--- src/common/adc_seq_consts.svh ---
// Named addresses, field positions, masks and reset values of the converter control registers.
// Assumes inclusion by bare name from the package and the design file; definitions only.
`ifndef ADC_SEQ_CONSTS_SVH
`define ADC_SEQ_CONSTS_SVH

// Register byte addresses on the peripheral bus.
`define ADDR_USER_SEQUENCE_SLOTS 32'h40038008
`define ADDR_CHANNEL_ENABLE_SET 32'h40038010
`define ADDR_CHANNEL_ENABLE_CLEAR 32'h40038014
`define ADDR_CHANNEL_ENABLE_STATE 32'h40038018
`define ADDR_LAST_RESULT 32'h40038020
`define ADDR_IRQ_ENABLE_SET 32'h40038024
`define ADDR_IRQ_ENABLE_CLEAR 32'h40038028
`define ADDR_IRQ_ENABLE_STATE 32'h4003802C
`define ADDR_IRQ_FLAGS 32'h40038030

// Implemented channel bits; channels 4 and 5 do not exist.
`define CHANNEL_MASK 8'hCF
// Implemented interrupt bits.
`define IRQ_MASK 32'h1F0800CF

// Interrupt bit positions.
`define BIT_THERMAL_CHANGE 19
`define BIT_RESULT_READY 24
`define BIT_GENERAL_OVERRUN 25
`define BIT_WINDOW_EVENT 26
`define BIT_RECEIVE_DONE 27
`define BIT_RECEIVE_FULL 28

// Last-result field layout.
`define LAST_RESULT_VALUE_LSB 0
`define LAST_RESULT_VALUE_MSB 11
`define LAST_RESULT_SOURCE_LSB 12
`define LAST_RESULT_SOURCE_MSB 15

// Sequence slot field layout: one nibble per slot, index in the low three bits.
`define SLOT_FIELD_WIDTH 4
`define SLOT_INDEX_WIDTH 3

// Reset values.
`define RESET_WORD 32'h00000000
`define RESET_CHANNELS 8'h00
`define RESET_SLOT 3'h0
`endif

--- src/common/adc_seq_pkg.sv ---
// Types shared by the converter control block and its surroundings.
// Assumes the constants header is on the include path.
`include "adc_seq_consts.svh"

package adc_seq_pkg;

    // One finished conversion as reported by the converter core.
    typedef struct packed {
        logic done;       // One-cycle pulse: a conversion has completed.
        logic [2:0] channel;
        logic [11:0] data;
    } conv_result_s;

    // Single-cycle event pulses from the surrounding converter logic.
    typedef struct packed {
        logic thermal_change;
        logic general_overrun;
        logic window_event;
    } conv_events_s;

    // Receive counter status from the transfer controller.
    typedef struct packed {
        logic counter_zero;      // Level: receive counter equals zero.
        logic next_counter_zero; // Level: next-receive counter equals zero.
        logic counter_written;   // Pulse: either counter was written.
    } rx_status_s;

    // Register selected by the current bus address.
    typedef enum logic [3:0] {
        SEL_NONE,
        SEL_SLOTS,
        SEL_CH_SET,
        SEL_CH_CLEAR,
        SEL_CH_STATE,
        SEL_LAST,
        SEL_IRQ_SET,
        SEL_IRQ_CLEAR,
        SEL_IRQ_STATE,
        SEL_IRQ_FLAGS
    } reg_sel_e;

endpackage

--- src/adc_channel_sequence_irq_regs.sv ---
// Register-side control of the converter: channel sequence, channel enables, last result capture
// and interrupt flags with mask. Assumes all inputs come from logic on the same clock and that the
// converter core, per-channel result registers and transfer controller live outside this block.
`timescale 1ns/1ps
`include "adc_seq_consts.svh"

// Behaviour
// Each sequence slot holds a channel index from 0 to 7.
// Slot fields steer conversion order only while custom order mode is on.
// A slot joins the sequence only when its enable status bit is one.
// Repeated channel indices in several slots are each sampled once per sequence.
// Sequence and channel enable/disable writes are blocked while write lock is on.
// Writing one to an enable bit enables that channel; zero leaves it alone.
// In custom order mode enable bit x refers to sequence slot x.
// Writing one to a disable bit disables that channel; zero leaves it alone.
// Software must not disable or re-enable a channel during its conversion.
// Channel status reads one for enabled channels, zero for disabled ones.
// Every completed conversion loads the last result, held until the next one.
// Last result source shows the channel when tagging is on, else zero.
// Writing one to interrupt enable sets the matching mask bit.
// Writing one to interrupt disable clears the matching mask bit.
// Mask register reads one for each enabled interrupt source.
// Done flag x sets on channel x completion, clears on its result read; here it is held at zero while enable bit x is zero.
// Thermal change flag sets on channel 7 match, clears on flag read.
// Result ready flag sets on any conversion, clears on last result read.
// General overrun flag sets on overrun, clears on flag register read.
// Window event flag sets on comparison event, clears on flag read.
// Receive done sets when receive counter reaches zero, clears on counter write.
// Receive full reads one only while both receive counters are zero.
// Normal mode converts ascending channel order; custom mode follows slot register.
// Interrupt bits: done 0-3,6,7; thermal 19; ready..full 24 to 28.
// Channel bits 4 and 5 are reserved, ignore writes, read zero.
// Interrupt request is high while any flag and its mask are both one.
// Registers are 32 bits; undefined bits read zero and ignore writes.
module adc_channel_sequence_irq_regs #(
    parameter int NUM_SLOTS = 8 // Sequence positions and channel bits.
) (
    input wire logic clk, // 100 MHz peripheral clock.
    input wire logic rst_n, // Synchronous reset, active low.
    input wire logic [31:0] address, // Avalon byte address.
    input wire logic read, // Avalon read request.
    input wire logic write, // Avalon write request.
    input wire logic [3:0] byteenable, // Avalon byte lanes of a write.
    input wire logic [31:0] writedata, // Avalon write data.
    output logic [31:0] readdata, // Avalon read data.
    output logic waitrequest, // Avalon wait, low for the answering cycle.
    input wire logic custom_order_on, // Mode register: sequence follows the slots.
    input wire logic write_lock_on, // Write protection of sequence and enables.
    input wire logic tag_on, // Extended mode: tag the last result with its channel.
    input wire adc_seq_pkg::conv_result_s conv_result, // Finished conversion from the core.
    input wire adc_seq_pkg::conv_events_s conv_events, // Thermal, overrun and window pulses.
    input wire adc_seq_pkg::rx_status_s rx_status, // Transfer controller counters.
    input wire logic [7:0] per_channel_result_read, // Pulse: channel x result register read.
    input wire logic seq_start, // Pulse: begin a new conversion sequence.
    input wire logic seq_next, // Pulse: current position converted, move on.
    output logic seq_valid, // A sequence position is pending.
    output logic [2:0] seq_channel, // Physical channel to convert next.
    output logic [7:0] channel_state, // Enabled channels or slots.
    output logic irq // Interrupt request to the processor.
);
    import adc_seq_pkg::*;

    logic [`SLOT_INDEX_WIDTH-1:0] sequence_slot_sel [NUM_SLOTS];
    logic [7:0] channel_bit;
    logic [31:0] irq_enable;
    logic [7:0] conversion_done_flag;
    logic thermal_change_flag;
    logic result_ready_flag;
    logic general_overrun_flag;
    logic window_event_flag;
    logic receive_done_flag;
    logic receive_full_flag;
    logic counter_zero_prev;
    logic [`LAST_RESULT_VALUE_MSB-`LAST_RESULT_VALUE_LSB:0] last_result_value;
    logic [`LAST_RESULT_SOURCE_MSB-`LAST_RESULT_SOURCE_LSB:0] last_result_source;
    logic [2:0] seq_pos;

    reg_sel_e sel;
    logic [31:0] wmask;
    logic [31:0] wdata;
    logic wr_take;
    logic rd_take;
    logic wr_open;
    logic [31:0] flags_word;
    logic [31:0] flags_clr;
    logic [31:0] slots_word;
    logic [31:0] next_readdata;
    logic [7:0] set_bits;
    logic [7:0] clear_bits;
    logic [3:0] next_pos;
    logic [3:0] first_pos;

    // Address decode; anything outside the map selects nothing.
    always_comb begin
        unique case (address)
            `ADDR_USER_SEQUENCE_SLOTS: sel = SEL_SLOTS;
            `ADDR_CHANNEL_ENABLE_SET: sel = SEL_CH_SET;
            `ADDR_CHANNEL_ENABLE_CLEAR: sel = SEL_CH_CLEAR;
            `ADDR_CHANNEL_ENABLE_STATE: sel = SEL_CH_STATE;
            `ADDR_LAST_RESULT: sel = SEL_LAST;
            `ADDR_IRQ_ENABLE_SET: sel = SEL_IRQ_SET;
            `ADDR_IRQ_ENABLE_CLEAR: sel = SEL_IRQ_CLEAR;
            `ADDR_IRQ_ENABLE_STATE: sel = SEL_IRQ_STATE;
            `ADDR_IRQ_FLAGS: sel = SEL_IRQ_FLAGS;
            default: sel = SEL_NONE;
        endcase
    end

    // Byte lanes gate the write data so partial writes touch only their bytes.
    assign wmask = {{8{byteenable[3]}}, {8{byteenable[2]}}, {8{byteenable[1]}}, {8{byteenable[0]}}};
    assign wdata = writedata & wmask;

    // A request takes effect only at the edge where the master sees waitrequest low.
    assign wr_take = write && !waitrequest;
    assign rd_take = read && !waitrequest;
    assign wr_open = wr_take && !write_lock_on;

    // One wait cycle per access: the answer is registered, so the master
    // always sees waitrequest low exactly one cycle after it raised its request.
    always_ff @(posedge clk) begin
        if (!rst_n) begin
            waitrequest <= 1'b1;
        end else if ((read || write) && waitrequest) begin
            waitrequest <= 1'b0;
        end else begin
            waitrequest <= 1'b1;
        end
    end

    // Sequence slot fields; only the three index bits are stored.
    always_ff @(posedge clk) begin
        if (!rst_n) begin
            for (int i = 0; i < NUM_SLOTS; i++) begin
                sequence_slot_sel[i] <= `RESET_SLOT;
            end
        end else if (wr_open && sel == SEL_SLOTS) begin
            for (int i = 0; i < NUM_SLOTS; i++) begin
                if (byteenable[i/2]) begin
                    sequence_slot_sel[i] <= writedata[i*`SLOT_FIELD_WIDTH +: `SLOT_INDEX_WIDTH];
                end
            end
        end
    end

    // Field bit 3 of each slot is not stored and reads zero.
    always_comb begin
        slots_word = `RESET_WORD;
        for (int i = 0; i < NUM_SLOTS; i++) begin
            slots_word[i*`SLOT_FIELD_WIDTH +: `SLOT_INDEX_WIDTH] = sequence_slot_sel[i];
        end
    end

    // Set and clear views of a channel write; reserved lanes never pass.
    assign set_bits = (wr_open && sel == SEL_CH_SET) ? (wdata[7:0] & `CHANNEL_MASK) : `RESET_CHANNELS;
    assign clear_bits = (wr_open && sel == SEL_CH_CLEAR) ? (wdata[7:0] & `CHANNEL_MASK) : `RESET_CHANNELS;

    // Channel enables. A bit both set and cleared in one cycle cannot happen,
    // since the two writes go to different addresses.
    always_ff @(posedge clk) begin
        if (!rst_n) begin
            channel_bit <= `RESET_CHANNELS;
        end else begin
            channel_bit <= ((channel_bit | set_bits) & ~clear_bits) & `CHANNEL_MASK;
        end
    end

    // Exported copy of the enables; in custom order mode these name slots, not channels.
    always_ff @(posedge clk) begin
        if (!rst_n) begin
            channel_state <= `RESET_CHANNELS;
        end else begin
            channel_state <= ((channel_bit | set_bits) & ~clear_bits) & `CHANNEL_MASK;
        end
    end

    // Interrupt mask with set and clear addresses.
    always_ff @(posedge clk) begin
        if (!rst_n) begin
            irq_enable <= `RESET_WORD;
        end else if (wr_take && sel == SEL_IRQ_SET) begin
            irq_enable <= irq_enable | (wdata & `IRQ_MASK);
        end else if (wr_take && sel == SEL_IRQ_CLEAR) begin
            irq_enable <= irq_enable & ~wdata;
        end
    end

    // Last result capture, tagged with its channel only when tagging is on.
    always_ff @(posedge clk) begin
        if (!rst_n) begin
            last_result_value <= '0;
            last_result_source <= '0;
        end else if (conv_result.done) begin
            last_result_value <= conv_result.data;
            last_result_source <= tag_on ? {1'b0, conv_result.channel} : 4'h0;
        end
    end

    // Per-channel done flags. A completion in the same cycle as the result
    // read wins, so no conversion is lost; a disabled channel holds zero.
    always_ff @(posedge clk) begin
        if (!rst_n) begin
            conversion_done_flag <= `RESET_CHANNELS;
        end else begin
            for (int i = 0; i < 8; i++) begin
                if (!channel_bit[i]) begin
                    conversion_done_flag[i] <= 1'b0;
                end else if (conv_result.done && conv_result.channel == 3'(i)) begin
                    conversion_done_flag[i] <= 1'b1;
                end else if (per_channel_result_read[i]) begin
                    conversion_done_flag[i] <= 1'b0;
                end
            end
        end
    end

    // Result ready: set by any completion, cleared by reading the last result.
    always_ff @(posedge clk) begin
        if (!rst_n) begin
            result_ready_flag <= 1'b0;
        end else if (conv_result.done) begin
            result_ready_flag <= 1'b1;
        end else if (rd_take && sel == SEL_LAST) begin
            result_ready_flag <= 1'b0;
        end
    end

    // Event flags clear only where the flag read returned them, so an event in the wait cycle is kept.
    assign flags_clr = (rd_take && sel == SEL_IRQ_FLAGS) ? readdata : `RESET_WORD;
    always_ff @(posedge clk) begin
        if (!rst_n) begin
            thermal_change_flag <= 1'b0;
            general_overrun_flag <= 1'b0;
            window_event_flag <= 1'b0;
        end else begin
            thermal_change_flag <= conv_events.thermal_change
                || (thermal_change_flag && !flags_clr[`BIT_THERMAL_CHANGE]);
            general_overrun_flag <= conv_events.general_overrun
                || (general_overrun_flag && !flags_clr[`BIT_GENERAL_OVERRUN]);
            window_event_flag <= conv_events.window_event
                || (window_event_flag && !flags_clr[`BIT_WINDOW_EVENT]);
        end
    end

    // Receive done catches the counter reaching zero, so a counter that merely
    // stays zero after a write does not set it again until it is reloaded.
    always_ff @(posedge clk) begin
        if (!rst_n) begin
            counter_zero_prev <= 1'b0;
            receive_done_flag <= 1'b0;
        end else begin
            counter_zero_prev <= rx_status.counter_zero;
            if (rx_status.counter_zero && !counter_zero_prev) begin
                receive_done_flag <= 1'b1;
            end else if (rx_status.counter_written) begin
                receive_done_flag <= 1'b0;
            end
        end
    end

    // Receive full follows both counters, one cycle behind them.
    always_ff @(posedge clk) begin
        if (!rst_n) begin
            receive_full_flag <= 1'b0;
        end else begin
            receive_full_flag <= rx_status.counter_zero && rx_status.next_counter_zero;
        end
    end

    // Flag register image in its documented bit positions.
    always_comb begin
        flags_word = `RESET_WORD;
        flags_word[7:0] = conversion_done_flag & `CHANNEL_MASK;
        flags_word[`BIT_THERMAL_CHANGE] = thermal_change_flag;
        flags_word[`BIT_RESULT_READY] = result_ready_flag;
        flags_word[`BIT_GENERAL_OVERRUN] = general_overrun_flag;
        flags_word[`BIT_WINDOW_EVENT] = window_event_flag;
        flags_word[`BIT_RECEIVE_DONE] = receive_done_flag;
        flags_word[`BIT_RECEIVE_FULL] = receive_full_flag;
    end

    // Interrupt request, registered so the output comes straight from a flop.
    always_ff @(posedge clk) begin
        if (!rst_n) begin
            irq <= 1'b0;
        end else begin
            irq <= |(flags_word & irq_enable);
        end
    end

    // Read mux; write-only and unmapped addresses read zero.
    always_comb begin
        next_readdata = `RESET_WORD;
        unique case (sel)
            SEL_SLOTS: next_readdata = slots_word;
            SEL_CH_STATE: next_readdata = {24'h000000, channel_bit};
            SEL_LAST: begin
                next_readdata[`LAST_RESULT_VALUE_MSB:`LAST_RESULT_VALUE_LSB] = last_result_value;
                next_readdata[`LAST_RESULT_SOURCE_MSB:`LAST_RESULT_SOURCE_LSB] = last_result_source;
            end
            SEL_IRQ_STATE: next_readdata = irq_enable;
            SEL_IRQ_FLAGS: next_readdata = flags_word;
            default: next_readdata = `RESET_WORD;
        endcase
    end

    // Read data is captured when the request is first seen and stands
    // through the cycle in which waitrequest is low.
    always_ff @(posedge clk) begin
        if (!rst_n) begin
            readdata <= `RESET_WORD;
        end else if (read && waitrequest) begin
            readdata <= next_readdata;
        end
    end

    // Next enabled position at or after a starting point; bit 3 of the
    // result flags that no enabled position remains.
    function automatic logic [3:0] find_pos(input logic [7:0] enabled, input logic [3:0] from);
        logic [3:0] found;
        found = 4'h8;
        for (int i = 7; i >= 0; i--) begin
            if (enabled[i] && 4'(i) >= from) begin
                found = 4'(i);
            end
        end
        return found;
    endfunction

    assign first_pos = find_pos(channel_bit, 4'h0);
    assign next_pos = find_pos(channel_bit, {1'b0, seq_pos} + 4'h1);

    // Sequencer walks the enabled positions in ascending order. In custom
    // order mode each position converts its slot's channel, so one channel
    // in several slots is converted once per slot.
    always_ff @(posedge clk) begin
        if (!rst_n) begin
            seq_pos <= 3'h0;
            seq_valid <= 1'b0;
        end else if (seq_start) begin
            seq_pos <= first_pos[2:0];
            seq_valid <= !first_pos[3];
        end else if (seq_next && seq_valid) begin
            seq_pos <= next_pos[2:0];
            seq_valid <= !next_pos[3];
        end
    end

    // Channel of the pending position, mapped through the slots only in custom order mode.
    always_ff @(posedge clk) begin
        if (!rst_n) begin
            seq_channel <= 3'h0;
        end else if (seq_start) begin
            seq_channel <= custom_order_on ? sequence_slot_sel[first_pos[2:0]] : first_pos[2:0];
        end else if (seq_next && seq_valid) begin
            seq_channel <= custom_order_on ? sequence_slot_sel[next_pos[2:0]] : next_pos[2:0];
        end
    end

endmodule

--- config.mk ---
export PLATFORM = sky130hd
export DESIGN_NAME = adc_channel_sequence_irq_regs
export DESIGN_NICKNAME = d
export VERILOG_FILES = /design/src/common/adc_seq_pkg.sv /design/src/adc_channel_sequence_irq_regs.sv
export VERILOG_INCLUDE_DIRS = /design/src /design/src/common
export SDC_FILE = /design/constraint.sdc
export NUM_CORES = 1
export LEC_CHECK = 0
export ABC_AREA = 1
export ABC_CLOCK_PERIOD_IN_PS = 2200
export BUFFER_PORTS_ARGS = -buffer_cell sky130_fd_sc_hd__buf_2
export CORE_MARGIN = 4
export CORE_UTILIZATION = 55
export CTS_CLUSTER_SIZE = 40
export DETAILED_ROUTE_END_ITERATION = 16
export GPL_ROUTABILITY_DRIVEN = 0
export PLACE_DENSITY = 0.84
export SLEW_MARGIN = 10
export SYNTH_ARGS = -nofsm -noshare
export SYNTH_HDL_FRONTEND = slang
export SYNTH_SLANG_ARGS = --single-unit
--- constraint.sdc ---
create_clock -name clk -period 2.2 [get_ports clk]
set_clock_uncertainty 0.15 [all_clocks]
set_input_delay 0.22 -clock clk [delete_from_list [all_inputs] [get_ports clk]]
set_output_delay 0.22 -clock clk [all_outputs]
set_load 0.01 [all_outputs]
# [Word-level counts from Yosys, hierarchy flattened]
# Memory sizes are Yosys's and may differ from the RTL's.
# Cells that the tools add are included.
[word_totals] register_bits=110 mem_bits_rw=24 in_bits=107 output_inout_bits=46 n_memories=1
[memory_table] memory="sequence_slot_sel" depth=8 word_bits=3 rd=10 rd_clocked_by_memory_dff=0 wr=8 line_no="adc_channel_sequence_irq_regs.sv:63" rtl="logic [`SLOT_INDEX_WIDTH-1:0] sequence_slot_sel [NUM_SLOTS];"
[classes] addsub=1 order_cmp=8 n_eq_ne=23 n_mux=75 bitwise=16 n_reduce_logical=62
[ops] cell="$eq A32 B31 Y1 const B" n=9
[ops] cell="$pmux W16 S5" n=1
[ops] cell="$and A32 B32 Y32" n=2
[ops] cell="$mux W32" n=2
[ops] cell="$mux W4" n=16
[ops] cell="$pmux W16 S3" n=1
[ops] cell="$mux W3" n=15
[ops] cell="$mux W1" n=36
[ops] cell="$pmux W4 S9" n=1
[ops] cell="$and A29 B32 Y32" n=1
[ops] cell="$logic_and A1 B1 Y1" n=32
[ops] cell="$not A32 Y32" n=1
[ops] cell="$or A32 B29 Y32" n=1
[ops] cell="$reduce_or A32 Y1" n=1
[ops] cell="$mux W27" n=1
[ops] cell="$reduce_bool A2 Y1" n=10
[ops] cell="$eq A4 B3 Y1 const B" n=4
[ops] cell="$ge A3 B4 Y1 const A" n=4
[ops] cell="$mux W8" n=2
[ops] cell="$reduce_and A2 Y1" n=6
[ops] cell="$and A8 B8 Y8" n=1
[ops] cell="$eq A4 B2 Y1 const B" n=2
[ops] cell="$eq A4 B4 Y1 const B" n=2
[ops] cell="$ge A1 B4 Y1 const A" n=2
[ops] cell="12 further kinds" n=32

# [Longest topological paths before layout]
# An unclocked memory read counts as a cell.
[depth] word_depth=15 depth_mapped=16 mapped_depth_nobuf=16

# [Worst setup path before layout]
# Ideal clock, no wire load.
[synth_path] kind="register to register" startpoint="reg seq_pos[0]" endpoint="reg seq_channel[2]" setup_ns=0.120 arrival_ns=1.589 required_ns=1.930 slack_ns=0.341 stages_incl_launch_ff=15 n_path_buf=0 period_less_slack_ns=1.859 cell_sequence="dfxtp_1 > ha_1 > inv_1 > nand2_1 > nand2_1 > nand3_1 > nand2_1 > inv_1 > nand3_1 > nand2_1 > inv_1 > nand3_1 > nand2_1 > a21oi_1 > a21oi_1"
[synth_via] elab_chain_cells=15
[synth_rtl] item="start, declared" line_no="adc_channel_sequence_irq_regs.sv:76" rtl="logic [2:0] seq_pos;"
[synth_rtl] item="start signal, assigned" line_no="adc_channel_sequence_irq_regs.sv:340" rtl="seq_pos <= first_pos[2:0];"
[synth_rtl] item="start signal, assigned" line_no="adc_channel_sequence_irq_regs.sv:343" rtl="seq_pos <= next_pos[2:0];"
[synth_rtl] item="$add A3 B1 Y4 *" line_no="adc_channel_sequence_irq_regs.sv:330" rtl="assign next_pos = find_pos(channel_bit, {1'b0, seq_pos} + 4'h1);"
[synth_rtl] item="$ge A3 B4 Y1" line_no="adc_channel_sequence_irq_regs.sv:322" rtl="if (enabled[i] && 4'(i) >= from) begin"
[synth_rtl] item="$logic_and A1 B1 Y1" line_no="adc_channel_sequence_irq_regs.sv:322"
[synth_rtl] item="$mux W4 (7 in series)" line_no="adc_channel_sequence_irq_regs.sv:322"
[synth_rtl] item="$mux W4 *" line_no="adc_channel_sequence_irq_regs.sv:322"
[synth_rtl] item="$mem_v2 Z8 W3"
[synth_rtl] item="$mux W3 *" line_no="adc_channel_sequence_irq_regs.sv:355" rtl="seq_channel <= custom_order_on ? sequence_slot_sel[next_pos[2:0]] : next_pos[2:0];"
[synth_rtl] item="$mux W3 *" line_no="adc_channel_sequence_irq_regs.sv:354" rtl="end else if (seq_next && seq_valid) begin"
[synth_rtl] item="$mux W3 *" line_no="adc_channel_sequence_irq_regs.sv:352" rtl="end else if (seq_start) begin"
[synth_rtl] item="end signal, assigned" line_no="adc_channel_sequence_irq_regs.sv:353" rtl="seq_channel <= custom_order_on ? sequence_slot_sel[first_pos[2:0]] : first_pos[2:0];"
[synth_rtl] item="end signal, assigned" line_no="adc_channel_sequence_irq_regs.sv:355"
[synth_rtl] item="end, declared" line_no="adc_channel_sequence_irq_regs.sv:57" rtl="output logic [2:0] seq_channel,"
# Mark *: on every way between the ends. The rest lies on a longest branch, timed or not. The select of a mux whose other input is x is not followed.
# A chain may end at the register's enable or synchronous reset.

==> summary.md <==
| Metric | Value |
|---|---|
| VDD IR max | `0.661 mV` |
| Share of synthesized flip-flops with an asynchronous set or reset | `0%` |
| CP bufs+invs | `1` |
| Vias after detailed routing | `7795` |
| Relative max-transition margin | `61.0%` |
| Leading area contributor after synthesis | `dfxtp_1` |
| Max-Cap Viols | `0` |
| Num CTS Buffers | `17` |
| Die height | `119 µm` |
| Initial antenna violation count | `0` |
| Clk sinks | `131` |
| Vias in the first global route | `7492` |
| Cells after DPL | `1233` |
| Wire length per cell | `17.8 µm` |
| Setup TNS | `0 ns` |
| Crit path cell chain | `nor2_1, nand3_1, inv_1, o211ai_1, o21ai_0, nand3_1, nand2_1, nand2_1, nand2_1, a21oi_1` |
| Final std cells w/o fill | `1329` |
| # IOs | `153` |
| Min-delay src | `conv_result[15]` |
| Worst path required time | `2.36 ns` |
| DRT Wirelength | `23600 µm` |
| M1 GR Usage | `41.3%` |
| Reg clk slew, reported paths | `0.06 ns` |
| Top cells by area, synth | `dfxtp_1 32%, nand2_1 12%, edfxtp_1 11%` |
| Max Buffers Root-to-Sink | `2` |
| Met3 usage | `9.43%` |
| Cells after Synth | `950` |
| GRT Residual Overflow | `0` |
| Synthesized flop and latch total | `131` |
| Least-Margin Pin Slew | `0.582 ns` |
| Power per cell area | `654 nW/µm²` |
| Starting DRC count in detailed routing | `897` |
| Fraction of layout cells with a size suffix above 1 | `20.9%` |
| Post-DP HPWL | `15500 µm` |
| Grt peak-use layer | `met2` |
| Pin count of the biggest net entering global routing | `58` |
| Cell Area, Synth | `6720 µm²` |
| Die area | `14100 µm²` |
| Critical Path Sink Type | `flip-flop` |
| First-pass DRT Iterations | `8` |
| RR Startpoint | `channel_state[0]` |
| Met2 usage | `54.0%` |
| Clk Latency, worst-skew pair | `0.43 ns` |
| CP startpoint | `channel_state[0]` |
| Family with the most delay on the worst path | `simple AND/OR/NAND/NOR gates` |
| Remaining DRCs | `0` |
| Status | `finished clean` |
| Yosys top cell area share | `31.9%` |
| CP Class | `reg2reg` |
| Core Area | `12000 µm²` |
| Count of cell types in the netlist | `43` |
| Nets | `1279` |
| Final WS setup | `0.177 ns` |
| Period utilization | `92.0%` |
| Die Width | `119 µm` |
| Area delta synth->final | `34.3%` |
| Fillcell total | `859` |
| Leak | `3.99 nW` |
| Pre-CTS WS | `0.0336 ns` |
| IO buf count | `148` |
| Top cells by count, synth | `215 x nand2_1, 128 x inv_1, 107 x dfxtp_1` |
| CTS HTree Levels | `4` |
| Design Power | `0.00591 W` |
| Critical Path Slowest Stage Cell | `dfxtp_1` |
| FP Rows | `40` |
| Startpoint Class | `flip-flop` |
| Final hold violation count | `0` |
| EDFF count, synth | `24` |
| Most common cell in the synthesized netlist | `nand2_1` |
| Max Slew Vio Count | `0` |
| Ys flop type | `dfxtp_1` |
| First-pass GRT wire length | `37700 µm` |
| Clk root buf | `clkbuf_16` |
| Final setup fails | `0` |
| Tot GR Track Use | `33.5%` |
| Fmax | `494 MHz` |
| Largest stage delay, worst path | `0.41 ns` |
| CP most frequent cell | `nand2_1` |
| CTS tree | `built` |
| Vias/cell | `5.87` |
| Worst Path Arrival | `2.19 ns` |
| Final min period | `2.02 ns` |
| Crit-path max FO | `6` |
| Antenna Violating Nets Remaining | `0` |
| Starting Density | `56.0%` |
| Syn avg cell area | `7.08 µm²` |
| Yosys warns | `0` |
| Post-synthesis sequential area ratio | `42.6%` |
| Worst Hold Class | `in2reg` |
| N_diodes | `0` |
==> through the flow <==
| stage | util (%) | instance area [µm²] | hold slack, ns |
|---|---|---|---|
| after CTS | 74.6 | 8960 | 0.00173 |
| after floorplan | - | 6730 | 0.182 |
| final | 75.1 | 9030 | 0.0113 |
| after detailed placement | 64.4 | 7740 | 0.269 |
| after global routing | 75.1 | 9030 | 0.0265 |
| after global placement | 64.4 | 7740 | 0.258 |
==> per-layer routing <==
metal	share of wire (%)	vias up	wire length, µm
met4	5.1	0	1190
li1	-	3615	-
met2	47	556	11100
met5	0	-	0
met1	37	3513	8660
met3	11	111	2650
==> layout by cell type, fill, tap and decap left out, types with 2 or more instances in the layout <==
cell type      Yosys  routed
clkbuf_16          0      17
nand2_4            0       2
buf_2              5     148
buf_4              3      32
dfxtp_4            0       2
a31oi_1            4       4
a21oi_1          103     102
clkinv_1           1       4
nand2_2            5       5
nor2_2             5       6
bufinv_16          0       3
a21boi_0           9       9
buf_12             0       2
o21ai_0           41      41
nand3_2            2       5
nand2_1          215     213
dlygate4sd3_1      0      64
inv_2              2       4
o22ai_1           13      13
clkinvlp_4         0       5
a22o_1             3       3
ha_1               3       2
a32o_1             6       6
inv_1            128     126
nand4_1           30      30
a221oi_1           2       2
nor2_1            66      65
conb_1             1       2
nand3_1           84      81
o221ai_1           5       5
clkinv_2           0       2
nor3_1            14      14
edfxtp_1          24      24
nor3_2             4       4
nor4_2             2       2
o211ai_1          12      12
dfxtp_1          107     105
clkinv_4           0       2
==> area by class of cell <==
class / count / area (µm²) / share of cell area (%)
Clock inverter: 15 / 166 / 1.84
Inverter: 131 / 492 / 5.45
Tap cell: 147 / 184 / 2.04
Sequential cell: 131 / 2870 / 31.8
Multi-Input combinational cell: 642 / 3230 / 35.7
Timing Repair Buffer: 246 / 1660 / 18.4
Clock buffer: 17 / 425 / 4.71
==> power breakdown <==
| group | switching, W | internal, W |
|---|---|---|
| Sequential | 0.0000329 | 0.00250 |
| Combinational | 0.000302 | 0.000221 |
| Clock | 0.00109 | 0.00176 |
| Total | 0.00143 | 0.00448 |
==> worst reg2reg max path: stages (launching register included) <==
cell and delay [ns]:
dfxtp_1 0.41, nor2_1 0.27, nand3_1 0.28, inv_1 0.22, o211ai_1 0.12, o21ai_0 0.10, nand3_1 0.11, nand2_1 0.10
nand2_1 0.05, nand2_1 0.05, a21oi_1 0.04
==> path summary, 6_finish.rpt <==
path,end,slack (ns),depth (start not counted)
worst max-delay path,seq_channel[1],0.18,10
worst min-delay path,last_result_value[0],0.01,3
worst max register to register,seq_channel[1],0.18,10
worst min register to register,last_result_value[9],0.31,2
==> registers in the layout, summed over array words and instances (netlist names), 3 cells and up, named ones only <==
| signal | cells |
|---|---|
| seq_channel | 3 |
| channel_state | 6 |
| readdata | 32 |
| sequence_slot_sel | 24 |
| irq_enable | 20 |
| seq_pos | 3 |
| conversion_done_flag | 6 |
| last_result_source | 3 |
| last_result_value | 12 |
==> cell families (layout without fill, tap and decap cells) <==
kind of cell,Yosys count,in the layout,synth area share [%]
buffers and inverters,178,409,10.2
and+or+nand+nor,433,433,29.1
DFF,131,131,42.6
adders and majority gates,3,3,0.558
other,1,2,0.0558
AOI/OAI and AO/OA,204,204,17.5
==> timing repair <==
action                                  4_1_cts  5_1_grt
setup buffers                                 0        0
hold buffers                                 63        1
gates resized for setup                       0       16
endpoints found under the setup margin        0        4
endpoints found under the hold margin        69        1
Note: power is estimated with default switching activity, not from simulation.
